**src/logic/isv_pkg.sv**
```systemverilog
`default_nettype none
package isv_pkg;
  // ==========================================================
  // register map (byte addresses, one word each)
  localparam logic [7:0] CtrlOffset  = 8'h00;
  localparam logic [7:0] Entry0Offset = 8'h04;
  localparam logic [7:0] Entry1Offset = 8'h08;
  localparam logic [7:0] StatusOffset = 8'h0C;
  // ==========================================================
  // field positions
  localparam int CtrlEnableBit  = 0;
  localparam int EntryMaskBit   = 8;
  localparam int EntryModeLsb   = 9;
  localparam int StatIllegalBit = 0;
  localparam int StatReservedBit = 1;
  localparam int StatLastVecLsb = 8;
  localparam int StatBusyBit    = 16;
  // ==========================================================
  // reset values
  localparam logic       CtrlEnableReset = 1'b0;
  localparam logic [7:0] EntryVecReset   = 8'h00;
  localparam logic       EntryMaskReset  = 1'b1;
  // ==========================================================
  // architectural vectors
  localparam logic [7:0] VecDivide    = 8'h00;
  localparam logic [7:0] VecDebug     = 8'h01;
  localparam logic [7:0] VecNmi       = 8'h02;
  localparam logic [7:0] VecBreak     = 8'h03;
  localparam logic [7:0] VecOverflow  = 8'h04;
  localparam logic [7:0] VecBound     = 8'h05;
  localparam logic [7:0] VecUndef     = 8'h06;
  localparam logic [7:0] VecFpuNa     = 8'h07;
  localparam logic [7:0] VecDouble    = 8'h08;
  localparam logic [7:0] VecTask      = 8'h0A;
  localparam logic [7:0] VecAbsent    = 8'h0B;
  localparam logic [7:0] VecStack     = 8'h0C;
  localparam logic [7:0] VecProtect   = 8'h0D;
  localparam logic [7:0] VecPage      = 8'h0E;
  localparam logic [7:0] VecMath      = 8'h10;
  localparam logic [7:0] VecAlign     = 8'h11;
  localparam logic [7:0] VecMachine   = 8'h12;
  localparam logic [7:0] VecVectorFp  = 8'h13;
  localparam logic [7:0] VecResvLo    = 8'h14;
  localparam logic [7:0] VecResvHi    = 8'h1F;
  localparam logic [7:0] VecCtrlMin   = 8'h10;
  // ==========================================================
  // types
  typedef enum logic [2:0] {
    ISV_FAULT, ISV_TRAP, ISV_FAULT_TRAP, ISV_ABORT, ISV_MASKABLE_REQUEST_PIN
  } isv_class_t;
  typedef enum logic [4:0] {
    ISV_DIVIDE, ISV_DEBUG, ISV_BREAK, ISV_OVERFLOW, ISV_BOUND,
    ISV_UNDEF, ISV_FPU_NA, ISV_DOUBLE, ISV_TASK, ISV_ABSENT,
    ISV_STACK, ISV_PROTECT, ISV_PAGE, ISV_MATH, ISV_ALIGN,
    ISV_MACHINE, ISV_VECTOR_FP
  } isv_exc_t;
  typedef enum logic [1:0] {
    ISV_MODE_FIXED, ISV_MODE_NMI, ISV_MODE_EXTINT
  } isv_mode_t;
  typedef struct packed {
    logic       valid;
    logic [7:0] vector;
    isv_class_t cls;
    logic       errPresent;
    logic       errZero;
    logic       nmi;
  } isv_dispatch_t;
  typedef struct packed {
    logic [7:0] vector;
    logic       mask;
    isv_mode_t  mode;
  } isv_entry_t;
endpackage : isv_pkg
`default_nettype wire

```
**src/logic/isv_sync.sv**
```systemverilog
`timescale 1ns/1ps
`default_nettype none
module isv_sync #(
  parameter int Width = 3
) (
  // clocking
  input  wire logic             core_clk,
  input  wire logic             reset_n,
  input  wire logic             clkEn,
  // pins in, level out
  input  wire logic [Width-1:0] asyncIn,
  output var  logic [Width-1:0] syncOut
);
  logic [Width-1:0] stage1;

  // ==========================================================
  // two-flop synchroniser per bit; stage1 feeds stage2 only
  for (genvar i = 0; i < Width; i++) begin : g_bit
    always_ff @(posedge core_clk or negedge reset_n) begin
      if (!reset_n) begin
        stage1[i]  <= 1'b0;
        syncOut[i] <= 1'b0;
      end else if (clkEn) begin
        stage1[i]  <= asyncIn[i];
        syncOut[i] <= stage1[i];
      end
    end
  end
endmodule : isv_sync
`default_nettype wire

```
**src/logic/isv_vector_select.sv**
```systemverilog
`timescale 1ns/1ps
`default_nettype none
module isv_vector_select #(
  parameter logic MachineErrCode = 1'b0
) (
  // clocking
  input  wire logic                  core_clk,
  input  wire logic                  reset_n,
  input  wire logic                  clkEn,
  // apb slave
  input  wire logic                  psel,
  input  wire logic                  penable,
  input  wire logic                  pwrite,
  input  wire logic [7:0]            paddr,
  input  wire logic [31:0]           pwdata,
  output var  logic [31:0]           prdata,
  output var  logic                  pready,
  output var  logic                  pslverr,
  // pins (asynchronous)
  input  wire logic [1:0]            localIrqPins,
  input  wire logic                  hwDisablePin,
  // core side
  input  wire logic                  flagsIntEnable,
  input  wire logic                  excValid,
  input  wire isv_pkg::isv_exc_t     excKind,
  input  wire logic                  swIntValid,
  input  wire logic [7:0]            swIntVector,
  // external controller vector fetch
  output var  logic                  vecAck,
  input  wire logic                  extVecValid,
  input  wire logic [7:0]            extVector,
  // io controller and peer messages
  input  wire logic                  msgValid,
  input  wire logic [7:0]            msgVector,
  output var  logic                  msgReady,
  // dispatch
  output var  isv_pkg::isv_dispatch_t dispatch
);
  import isv_pkg::*;

  logic [1:0]    pinSync;
  logic          hwDisable;
  logic [1:0]    pinPrev;
  logic [1:0]    pinRise;
  logic          ctrlEnable;
  isv_entry_t    entry [2];
  logic          illegalFlag;
  logic          reservedFlag;
  logic [7:0]    lastVector;
  logic          fetchBusy;
  logic          nmiPend;
  logic [1:0]    fixedPend;
  logic          msgPend;
  logic [7:0]    msgHeld;
  logic          ctrlOn;
  logic          apbWrite;
  logic          apbSetup;
  logic          wantFetch;
  logic          lintExt;
  logic          lintNmi;
  logic          takeMsg;
  logic          takeFixed;
  logic          fixedSel;
  logic          takeNmi;
  logic          msgIllegal;
  logic          fixedIllegal;
  isv_dispatch_t next_dispatch;

  // ==========================================================
  // pin synchronisers
  isv_sync #(
    .Width(3)
  ) u_sync (
    .core_clk (core_clk),
    .reset_n  (reset_n),
    .clkEn    (clkEn),
    .asyncIn  ({hwDisablePin, localIrqPins}),
    .syncOut  ({hwDisable, pinSync})
  );

  // ==========================================================
  // decode helpers
  function automatic logic isReserved(input logic [7:0] v);
    isReserved = (v >= VecResvLo && v <= VecResvHi) || v == 8'h09 || v == 8'h0F;
  endfunction : isReserved

  function automatic logic ctrlIllegal(input logic [7:0] v);
    ctrlIllegal = v < VecCtrlMin;
  endfunction : ctrlIllegal

  // user interrupt descriptor, never carries an error code
  function automatic isv_dispatch_t userIrq(input logic [7:0] v, input logic n);
    userIrq = '{valid: 1'b1, vector: v, cls: ISV_MASKABLE_REQUEST_PIN,
                errPresent: 1'b0, errZero: 1'b0, nmi: n};
  endfunction : userIrq

  function automatic isv_dispatch_t excEntry(input isv_exc_t k);
    isv_dispatch_t d;
    d = '{valid: 1'b1, vector: VecDivide, cls: ISV_FAULT,
          errPresent: 1'b0, errZero: 1'b0, nmi: 1'b0};
    case (k)
      ISV_DIVIDE:    d.vector = VecDivide;
      ISV_DEBUG: begin
        d.vector = VecDebug;
        d.cls    = ISV_FAULT_TRAP;
      end
      ISV_BREAK: begin
        d.vector = VecBreak;
        d.cls    = ISV_TRAP;
      end
      ISV_OVERFLOW: begin
        d.vector = VecOverflow;
        d.cls    = ISV_TRAP;
      end
      ISV_BOUND:     d.vector = VecBound;
      ISV_UNDEF:     d.vector = VecUndef;
      ISV_FPU_NA:    d.vector = VecFpuNa;
      ISV_DOUBLE: begin
        d.vector     = VecDouble;
        d.cls        = ISV_ABORT;
        d.errPresent = 1'b1;
        d.errZero    = 1'b1;
      end
      // vector 9 has no kind and so can never be produced
      ISV_TASK, ISV_ABSENT, ISV_STACK, ISV_PROTECT, ISV_PAGE: begin
        d.errPresent = 1'b1;
        case (k)
          ISV_TASK:    d.vector = VecTask;
          ISV_ABSENT:  d.vector = VecAbsent;
          ISV_STACK:   d.vector = VecStack;
          ISV_PROTECT: d.vector = VecProtect;
          default:     d.vector = VecPage;
        endcase
      end
      ISV_MATH:      d.vector = VecMath;
      ISV_ALIGN: begin
        d.vector     = VecAlign;
        d.errPresent = 1'b1;
        d.errZero    = 1'b1;
      end
      ISV_MACHINE: begin
        d.vector     = VecMachine;
        d.cls        = ISV_ABORT;
        d.errPresent = MachineErrCode;
      end
      ISV_VECTOR_FP: d.vector = VecVectorFp;
      default:       d.valid = 1'b0;
    endcase
    excEntry = d;
  endfunction : excEntry

  // ==========================================================
  // mode and source qualification
  // hard disable overrides the software enable, as a strap would
  assign ctrlOn   = ctrlEnable && !hwDisable;
  assign pinRise  = pinSync & ~pinPrev;
  assign apbSetup = psel && !penable;
  assign apbWrite = psel && penable && pready && pwrite;
  // controller off: pin 0 is maskable request, pin 1 non-maskable
  assign lintExt = ctrlOn
                   ? ((pinSync[0] && !entry[0].mask && entry[0].mode == ISV_MODE_EXTINT)
                   || (pinSync[1] && !entry[1].mask && entry[1].mode == ISV_MODE_EXTINT))
                   : pinSync[0];
  assign lintNmi = ctrlOn
                   ? ((pinRise[0] && !entry[0].mask && entry[0].mode == ISV_MODE_NMI)
                   || (pinRise[1] && !entry[1].mask && entry[1].mode == ISV_MODE_NMI))
                   : pinRise[1];
  // all maskable hardware sources wait on the enable flag
  assign wantFetch   = lintExt && flagsIntEnable && !fetchBusy;
  assign fixedSel    = fixedPend[0] ? 1'b0 : 1'b1;
  assign msgIllegal  = ctrlIllegal(msgHeld);
  assign fixedIllegal = ctrlIllegal(entry[fixedSel].vector);
  assign takeNmi   = nmiPend && !excValid && !swIntValid;
  assign takeMsg   = msgPend && !takeNmi && !excValid && !swIntValid
                     && !extVecValid && flagsIntEnable;
  assign takeFixed = (|fixedPend) && !takeNmi && !msgPend && !excValid
                     && !swIntValid && !extVecValid && flagsIntEnable;

  // ==========================================================
  // dispatch selection: one event per cycle, fixed order
  // trade-off: core-driven events win outright, hardware ones wait
  always_comb begin
    next_dispatch = '0;
    if (excValid) begin
      next_dispatch = excEntry(excKind);
    end else if (swIntValid) begin
      next_dispatch = userIrq(swIntVector, 1'b0);
    end else if (takeNmi) begin
      next_dispatch = userIrq(VecNmi, 1'b1);
    end else if (extVecValid && fetchBusy) begin
      next_dispatch = userIrq(extVector, 1'b0);
    end else if (takeMsg && !msgIllegal) begin
      next_dispatch = userIrq(msgHeld, 1'b0);
    end else if (takeFixed && !fixedIllegal) begin
      next_dispatch = userIrq(entry[fixedSel].vector, 1'b0);
    end
  end

  // registered dispatch output
  always_ff @(posedge core_clk or negedge reset_n) begin
    if (!reset_n) begin
      dispatch <= '0;
    end else if (clkEn) begin
      dispatch <= next_dispatch;
    end
  end

  // ==========================================================
  // pin edge history
  always_ff @(posedge core_clk or negedge reset_n) begin
    if (!reset_n) begin
      pinPrev <= 2'b00;
    end else if (clkEn) begin
      pinPrev <= pinSync;
    end
  end

  // ==========================================================
  // non-maskable edge latch, held until dispatched
  always_ff @(posedge core_clk or negedge reset_n) begin
    if (!reset_n) begin
      nmiPend <= 1'b0;
    end else if (clkEn) begin
      if (lintNmi) begin
        nmiPend <= 1'b1;
      end else if (takeNmi) begin
        nmiPend <= 1'b0;
      end
    end
  end

  // ==========================================================
  // fixed-mode pin events, one pending bit per pin
  for (genvar p = 0; p < 2; p++) begin : g_fixed
    always_ff @(posedge core_clk or negedge reset_n) begin
      if (!reset_n) begin
        fixedPend[p] <= 1'b0;
      end else if (clkEn) begin
        if (ctrlOn && pinRise[p] && !entry[p].mask
            && entry[p].mode == ISV_MODE_FIXED) begin
          fixedPend[p] <= 1'b1;
        end else if (takeFixed && fixedSel == 1'(p)) begin
          fixedPend[p] <= 1'b0;
        end
      end
    end
  end

  // ==========================================================
  // external controller fetch: ack pulse, then wait for vector
  // limitation: a second request is not seen until the vector returns
  always_ff @(posedge core_clk or negedge reset_n) begin
    if (!reset_n) begin
      vecAck    <= 1'b0;
      fetchBusy <= 1'b0;
    end else if (clkEn) begin
      vecAck <= wantFetch;
      if (wantFetch) begin
        fetchBusy <= 1'b1;
      end else if (extVecValid && fetchBusy && !excValid && !swIntValid && !takeNmi) begin
        fetchBusy <= 1'b0;
      end
    end
  end

  // ==========================================================
  // message intake from io controller or peers, one deep
  always_ff @(posedge core_clk or negedge reset_n) begin
    if (!reset_n) begin
      msgPend  <= 1'b0;
      msgHeld  <= 8'h00;
      msgReady <= 1'b1;
    end else if (clkEn) begin
      if (msgValid && msgReady) begin
        msgPend  <= 1'b1;
        msgHeld  <= msgVector;
        msgReady <= 1'b0;
      end else if (takeMsg) begin
        msgPend  <= 1'b0;
        msgReady <= 1'b1;
      end
    end
  end

  // ==========================================================
  // status flags; hardware set wins over write-one-to-clear
  always_ff @(posedge core_clk or negedge reset_n) begin
    if (!reset_n) begin
      illegalFlag  <= 1'b0;
      reservedFlag <= 1'b0;
      lastVector   <= 8'h00;
    end else if (clkEn) begin
      if ((takeMsg && msgIllegal) || (takeFixed && fixedIllegal)) begin
        illegalFlag <= 1'b1;
      end else if (apbWrite && paddr == StatusOffset && pwdata[StatIllegalBit]) begin
        illegalFlag <= 1'b0;
      end
      if (next_dispatch.valid && next_dispatch.cls == ISV_MASKABLE_REQUEST_PIN
          && isReserved(next_dispatch.vector) && !next_dispatch.nmi) begin
        reservedFlag <= 1'b1;
      end else if (apbWrite && paddr == StatusOffset && pwdata[StatReservedBit]) begin
        reservedFlag <= 1'b0;
      end
      if (next_dispatch.valid) begin
        lastVector <= next_dispatch.vector;
      end
    end
  end

  // ==========================================================
  // software-written control and local vector entries
  always_ff @(posedge core_clk or negedge reset_n) begin
    if (!reset_n) begin
      ctrlEnable <= CtrlEnableReset;
      for (int e = 0; e < 2; e++) begin
        entry[e] <= '{vector: EntryVecReset, mask: EntryMaskReset, mode: ISV_MODE_FIXED};
      end
    end else if (clkEn && apbWrite) begin
      case (paddr)
        CtrlOffset:   ctrlEnable <= pwdata[CtrlEnableBit];
        Entry0Offset: entry[0] <= '{vector: pwdata[7:0], mask: pwdata[EntryMaskBit],
                                    mode: isv_mode_t'(pwdata[EntryModeLsb +: 2])};
        Entry1Offset: entry[1] <= '{vector: pwdata[7:0], mask: pwdata[EntryMaskBit],
                                    mode: isv_mode_t'(pwdata[EntryModeLsb +: 2])};
        default: ;
      endcase
    end
  end

  // ==========================================================
  // apb answer: no wait state, read data captured in setup
  // pin path events reach this block only through the status register, via illegalFlag, reservedFlag, lastVector and fetchBusy
  always_ff @(posedge core_clk or negedge reset_n) begin
    if (!reset_n) begin
      pready  <= 1'b0;
      pslverr <= 1'b0;
      prdata  <= 32'h0000_0000;
    end else if (clkEn) begin
      pready  <= apbSetup;
      pslverr <= 1'b0;
      prdata  <= 32'h0000_0000;
      if (apbSetup) begin
        case (paddr)
          CtrlOffset:   prdata[CtrlEnableBit] <= ctrlEnable;
          Entry0Offset: prdata[10:0] <= {entry[0].mode, entry[0].mask, entry[0].vector};
          Entry1Offset: prdata[10:0] <= {entry[1].mode, entry[1].mask, entry[1].vector};
          StatusOffset: begin
            prdata[StatIllegalBit]         <= illegalFlag;
            prdata[StatReservedBit]        <= reservedFlag;
            prdata[StatLastVecLsb +: 8]    <= lastVector;
            prdata[StatBusyBit]            <= fetchBusy;
          end
          default:      pslverr <= 1'b1;
        endcase
      end
    end
  end
endmodule : isv_vector_select
`default_nettype wire

```
**config.mk**
```make
export PLATFORM = sky130hd
export DESIGN_NAME = isv_vector_select
export DESIGN_NICKNAME = d
export VERILOG_FILES = /design/src/logic/isv_pkg.sv /design/src/logic/isv_sync.sv /design/src/logic/isv_vector_select.sv
export SDC_FILE = /design/constraint.sdc
export NUM_CORES = 1
export LEC_CHECK = 0
export BUFFER_PORTS_ARGS = -buffer_cell sky130_fd_sc_hd__buf_2
export CORE_UTILIZATION = 56
export DETAILED_ROUTE_END_ITERATION = 10
export PLACE_DENSITY_LB_ADDON = 0.2
export SETUP_SLACK_MARGIN = 0.02
export SLEW_MARGIN = 20
export SYNTH_ARGS = -nofsm -noshare
export SYNTH_HDL_FRONTEND = slang
export SYNTH_HIERARCHICAL = 1
export SYNTH_SLANG_ARGS = --single-unit
```
**constraint.sdc**
```tcl
create_clock -name core_clk -period 6.4 [get_ports core_clk]
set_input_delay 0.32 -clock core_clk [delete_from_list [all_inputs] [get_ports core_clk]]
set_output_delay 0.32 -clock core_clk [all_outputs]
set_load 0.01 [all_outputs]
```
==> results of run 1 <==
layout make-up:
cell class              count  area [um2]
clock inverters             6        42.5
multi-input cells         296        2110
clock buffers              10         128
repair buffers            101         520
inverters                  17        63.8
fillers                   633        2600
flip-flops and latches     90        2260
well taps                 102         128
final timing paths:
kind                            slack [ps]                       from                            to
worst max-delay path                  3720       entry[9]$_DFFE_PN0P_       dispatch[6]$_DFFE_PN0P_
worst min-delay path                   180            localIrqPins[1]  u_sync/stage1[1]$_DFFE_PN0P_
worst max register to register        3720       entry[9]$_DFFE_PN0P_       dispatch[6]$_DFFE_PN0P_
worst min register to register         490  lastVector[4]$_DFFE_PN0P_     lastVector[4]$_DFFE_PN0P_
max in group asynchronous             4890                    reset_n         entry[10]$_DFFE_PN0P_
min in group asynchronous              430                    reset_n      dispatch[11]$_DFFE_PN0P_
metrics by stage:
step | worst slack (ps) | instances | util (%)
after floorplan | 4110 | 443 | -
final | 3720 | 622 | 66.8
after global routing | 3530 | 622 | 66.8
after CTS | 3730 | 622 | 66.8
after global placement | 3410 | 605 | 64.5
after detailed placement | 3410 | 605 | 64.5
power by group through the flow:
stage	clock network, mW	logic, mW	registers, mW
finish	0.355	0.188	0.631
detailed placement	0	0.187	0.641
global route	0.385	0.209	0.635
CTS	0.359	0.188	0.630
floorplan	0	0.121	0.638
global placement	0	0.181	0.640
synth_stat cells, types with 3 or more instances:
library cell and number:
nor3_1 8, nor2b_1 8, mux2_4 6, dfrtp_1 87, a21oi_1 12, nand2b_1 9, o2bb2ai_1 20, nor2_1 11
nand3_1 8, a22oi_1 13, buf_2 4, nor4b_1 3, buf_4 15, nand2_1 46, dfstp_2 3, o31ai_1 3
inv_1 17, o21ai_0 31, or3_1 5, mux2i_1 6, or4_1 3, a22o_1 10, mux2_2 35, clkbuf_1 19
o21a_1 3
state kept, by name (all words and copies together) (netlist names):
signal          flops
fetchBusy           1
dispatch           15
msgHeld             8
vecAck              1
u_sync/syncOut      3
ctrlEnable          1
lastVector          8
fixedPend           2
illegalFlag         1
msgPend             1
reservedFlag        1
nmiPend             1
pinPrev             2
entry              22
msgReady            1
u_sync/stage1       3
prdata             17
pslverr             1
pready              1
worst reg2reg max path: stages, from the launching register on:
cell	delay (ps)
dfrtp_1	430
or4_1	550
a22oi_1	290
or2_1	220
nand3_1	140
o311ai_4	610
nand2b_1	230
o21ai_0	90
logic make-up after synthesis:
group           count (synthesis)  synth area share, %
simple gates                  115                 12.9
other cells                     1               0.0815
flops                          90                 49.0
xor+xnor                        3                0.571
compound gates                114                 18.6
buf+inv                        57                 6.31
mux                            49                 12.6
layer usage:
layer  track usage (%)  wire length, um  up-vias
li1                  -                -     1702
met1              35.5             4850     1775
met2              43.0             5080      113
met3              5.42              606       14
met4              9.74              171        0
met5                 0                0        -
what timing repair did:
item | CTS | global route
hold buffers | 1 | 0
hold endpoints to repair | 31 | 0
resized for setup | 0 | 0
==> metrics.md, run 1 <==
| Metric | Value |
|---|---|
| Crit path depth | 7 |
| Register area share after synthesis | 49.0% |
| Critical path class | reg2reg |
| Initial antenna violation count | 0 |
| Critical Path RT | 6630 ps |
| GRT Util Overall | 26.6% |
| Peak fanout along the critical path | 19 |
| Setup TNS | 0 ps |
| Actual slew at the worst max-slew pin | 1010 ps |
| Reg clk slew, reported paths | about 90 ps |
| FMAX | 0.373 GHz |
| Cell area after layout | 0.00524 mm2 |
| Port-buffer cells | 97 |
| Layout area overhead | 14.0% |
| Max-slew headroom | 32.3% |
| Share of post-route cells with drive strength above 1 | about 33% |
| Dpl cell area | 0.00506 mm2 |
| Netlist cell types | 60 |
| Post-route antenna net violation count | 0 |
| Net Sw Power | 350 uW |
| Crit path capture type | flip-flop |
| Clock buffer depth | 2 |
| Gate Count Post-Synth | between 400 and 500 |
| Placer Congestion | between 0.9 and 1 |
| Die X | just over 90 um |
| Clock root buffer master | clkbuf_8 |
| TritonCTS Buffers | 9 |
| RSZ-0062 raised after global routing | false |
| Gr ovfl total | 0 |
| Vias | 3604 |
| Sequential share of power | 53.7% |
| Largest net degree at the start of global routing | 58 |
| DRC violations left | 0 |
| Lkg Pwr | 2.52 nW |
| Yosys reg bits | 90 |
| Vias in the first global route | 3547 |
| CTS H-Tree Depth | 3 |
| Slew Limit Fails | 0 |
| DP HPWL | slightly below 8000 um |
| Fin crit period | approximately 2700 ps |
| CORE AREA | 0.00785 mm2 |
| Synthesis warning total | 6 |
| Min-Delay Path Class | in2reg |
| Avg Cell Area, Syn | 10.7 um2 |
| Period utilisation layout | roughly two fifths |
| Worst-path cell with the longest stage delay | o311ai_4 |
| Combinational Power Share | roughly 16% |
| Overall die area | 0.00858 mm2 |
| Clock power frac | 30.2% |
| Post-synth EDFFs | 0 |
| Synth async-reset ratio | 100% |
| Buf/Inv on CP | 0 |
| Area contributors post-synth | dfrtp_1 (47%), mux2_2 (8.6%), o2bb2ai_1 (3.8%), nand2_1 (3.8%), o21ai_0 (3.4%) |
| Cell area after synthesis | 0.00460 mm2 |
| Initial cell density of the core | 58.6% |
| Worst vdd ir | 0.128 mV |
| Sw frac | between 20% and 30% |
| # nets final | 598 |
| Die Y | 92.6 um |
| CP Data Arrival Time | roughly 2900 ps |
| Global-route wire length before repair | 17500 um |
| Hold WS | 179 ps |
| PwrDens | about 220 mW/mm2 |
| Most common cell after layout, fill and taps aside | buf_2 |
| CTS tree | done |
| Final WL | roughly 11000 um |
| Clock sink total | 90 |
| CP max stage delay | around 610 ps |
| Setup Buffers After CTS | 0 |
| DRT iter0 DRCs | about 180 |
| Power Total | 1.17 mW |
| WL/cell | roughly 17 um |
| Final Hold Viols | 0 |
| Outcome | complete, no violations |
| Critical Path Source Type | flip-flop |
| Ant diodes | 0 |
| Yosys top cell area share | between 40% and 50% |
| Clock skew | 5.18 ps |
| Row Count | 32 |
| Io pins | 134 |
| Ys flop type | dfrtp_1 |
| Crit path max-delay family | simple AND/OR/NAND/NOR gates |
| Reg2Reg Depth | 7 |
| Maxcap violations | 0 |
| Commonest cells after routing, fill and taps aside | buf_2 (96), dfrtp_1 (87), nand2_1 (46) |
| # setup viols final | 0 |
| Cell chain of the critical path | or4_1 -> a22oi_1 -> or2_1 -> nand3_1 -> o311ai_4 -> nand2b_1 -> o21ai_0 |
| Synth area leader | dfrtp_1 |
| Pre-Repair DR Iteration Count | 4 |
| Int Pwr | 823 uW |
| Later-pin clock latency in the skew report | 370 ps |
| Hold Crit Depth | 2 |
| Vias per std cell | between 5 and 6 |
No activity file was read; power rests on OpenSTA's default activity.
==> inputs of run 2 (changes only) <==
- CORE_UTILIZATION: 56 -> 52
- clock period: 6.4 -> 2.6 ns (I/O delays scaled with it)
==> metrics.md, run 2 (synthesis gave the netlist of run 1 again) <==
| Metric | Value |
|---|---|
| Worst hold path startpoint | msgVector[3] |
| Final Hold Viols | 0 |
| Largest net degree at the start of global routing | 61 |
| Share of post-route cells with drive strength above 1 | 34.4% |
| Reg clk slew, reported paths | roughly 90 ps |
| Peak fanout along the critical path | 8 |
| Largest regs | entry (22), prdata (17), dispatch (15) |
| Crit. Startpoint | nmiPend$_DFFE_PN0P_ |
| GRT Util Overall | 25.7% |
| Worst vdd ir | 0.357 mV |
| Port-buffer cells | between 90 and 100 |
| DP HPWL | 8150 um |
| Crit path capture type | flip-flop |
| DRC violations left | 0 |
| CTS tree | done |
| Post-route antenna net violation count | 0 |
| Placer Congestion | ~0.89 |
| Overall die area | 0.00922 mm2 |
| CP max stage delay | 450 ps |
| Actual slew at the worst max-slew pin | 779 ps |
| Clock skew | 15.8 ps |
| Most frequent CP cell | or3_4 |
| Fin crit period | 2480 ps |
| Io pins | 134 |
| Lkg Pwr | 2.65 nW |
| Reg-to-Reg Start | nmiPend$_DFFE_PN0P_ |
| WL/cell | 17.2 um |
| Later-pin clock latency in the skew report | 370 ps |
| Cell chain of the critical path | or3_4 -> or3_1 -> or3_4 -> a221oi_2 -> nand2_1 -> o22ai_2 -> a22o_1 |
| Die Y | roughly 96 um |
| CP Data Arrival Time | 2780 ps |
| CORE AREA | between 0.008 and 0.009 mm2 |
| PwrDens | 556 mW/mm2 |
| Top reg by flops | entry |
| Clock root buffer master | clkbuf_8 |
| TritonCTS Buffers | 9 |
| Register area | approximately 0.0023 mm2 |
| Vias per std cell | 5.66 |
| FMAX | ~0.40 GHz |
| Period utilisation layout | 95.5% |
| RSZ-0062 raised after global routing | false |
| Global-route wire length before repair | 17700 um |
| CTS H-Tree Depth | 3 |
| Hold WS | 8.02 ps |
| Critical path class | reg2reg |
| Max-slew headroom | 48.1% |
| Clock buffer depth | 2 |
| DRT iter0 DRCs | 181 |
| Clock sink total | 90 |
| Worst-path cell with the longest stage delay | dfrtp_1 |
| Multi-input logic area | 0.00212 mm2 |
| # setup viols final | 0 |
| Critical Path RT | 2900 ps |
| Ant diodes | 0 |
| Commonest cells after routing, fill and taps aside | buf_2 (96), dfrtp_1 (87), nand2_1 (46) |
| Fill cells | 682 |
| Most common cell after layout, fill and taps aside | buf_2 |
| Maxcap violations | 0 |
| Vias | 3676 |
| Initial cell density of the core | a little over half |
| # nets final | between 600 and 700 |
| Final WL | approximately 11000 um |
| Vias in the first global route | 3528 |
| Critical Path Source Type | flip-flop |
| Layout area overhead | 19.9% |
| Row Count | 33 |
| Min-Delay Path Class | in2reg |
| Outcome | complete, no violations |
| Setup TNS | 0 ps |
| Max FFs per register | 22 |
| Pre-Repair DR Iteration Count | 5 |
| Slew Limit Fails | 0 |
| Initial antenna violation count | 0 |
| Die X | 96.0 um |
| Gr ovfl total | 0 |
-- run 2: cell count changes in the layout (fill, tap and decap cells not counted), sizes merged --
| cell | previous run | this run |
|---|---|---|
| inv | 18 | 19 |
| dlygate4sd3 | 1 | 10 |
| buf | 100 | 115 |
| clkinvlp | 1 | 2 |
| bufinv | 0 | 1 |
| clkinv | 4 | 1 |
-- run 2: worst max-delay path: cells and delay by family (launching register included) --
family | cells | cell delay [ps]
flip-flops | 1 | 450
AO/OA/AOI/OAI | 3 | 580
AND/OR/NAND/NOR | 4 | 1390
-- run 2: final cells by class --
cell class              count  area share [%]
flip-flops and latches     90            40.9
repair buffers            125            13.3
clock buffers              10            2.50
clock inverters             6            1.34
well taps                 105            2.38
multi-input cells         296            38.4
inverters                  17            1.16
-- run 2: final timing paths --
check	endpoint	slack (ps)	cells past startpoint
max in group asynchronous	msgReady$_DFFE_PN1P_	1520	3
max reg2reg	reservedFlag$_DFFE_PN0P_	120	7
min reg2reg	dispatch[3]$_DFFE_PN0P_	490	2
min in group asynchronous	dispatch[9]$_DFFE_PN0P_	370	2
max	reservedFlag$_DFFE_PN0P_	120	7
min	msgHeld[3]$_DFFE_PN0P_	8	2
-- run 2: repair_timing --
item                                    in CTS  in global routing
endpoints found under the hold margin       66                  0
gates resized for setup                      0                  2
endpoints found under the setup margin       0                 15
hold buffers                                10                  0
setup buffers                                0                  2
-- run 2: layer usage --
| metal | vias to the layer above | GRT usage [%] | part of all wire, % |
|---|---|---|---|
| met1 | 1799 | 34.5 | 44 |
| li1 | 1758 | - | - |
| met3 | 11 | 5.06 | 4.3 |
| met4 | 0 | 6.34 | 1.1 |
| met5 | - | 0 | 0 |
| met2 | 108 | 42.8 | 50 |
-- run 2: stage by stage --
step / util, % / setup WS [ps] / area [um2] / power (mW) / cells
after floorplan: - / 341 / 4650 / 1.87 / 443
after global placement: 61.8 / 201 / 5180 / 2.04 / 621
after detailed placement: 61.8 / 154 / 5180 / 2.05 / 621
after CTS: 65.5 / 136 / 5490 / 3.07 / 647
after global routing: 65.8 / 35.1 / 5520 / 3.21 / 649
final: 65.8 / 117 / 5520 / 3.07 / 649
-- run 2: report_power, final --
group	leakage [nW]	internal (mW)	switching [mW]	total [mW]
Clock	0.101	0.483	0.536	1.02
Combinational	1.35	0.212	0.277	0.489
Sequential	1.20	1.48	0.0739	1.56
Total	2.65	2.18	0.887	3.07
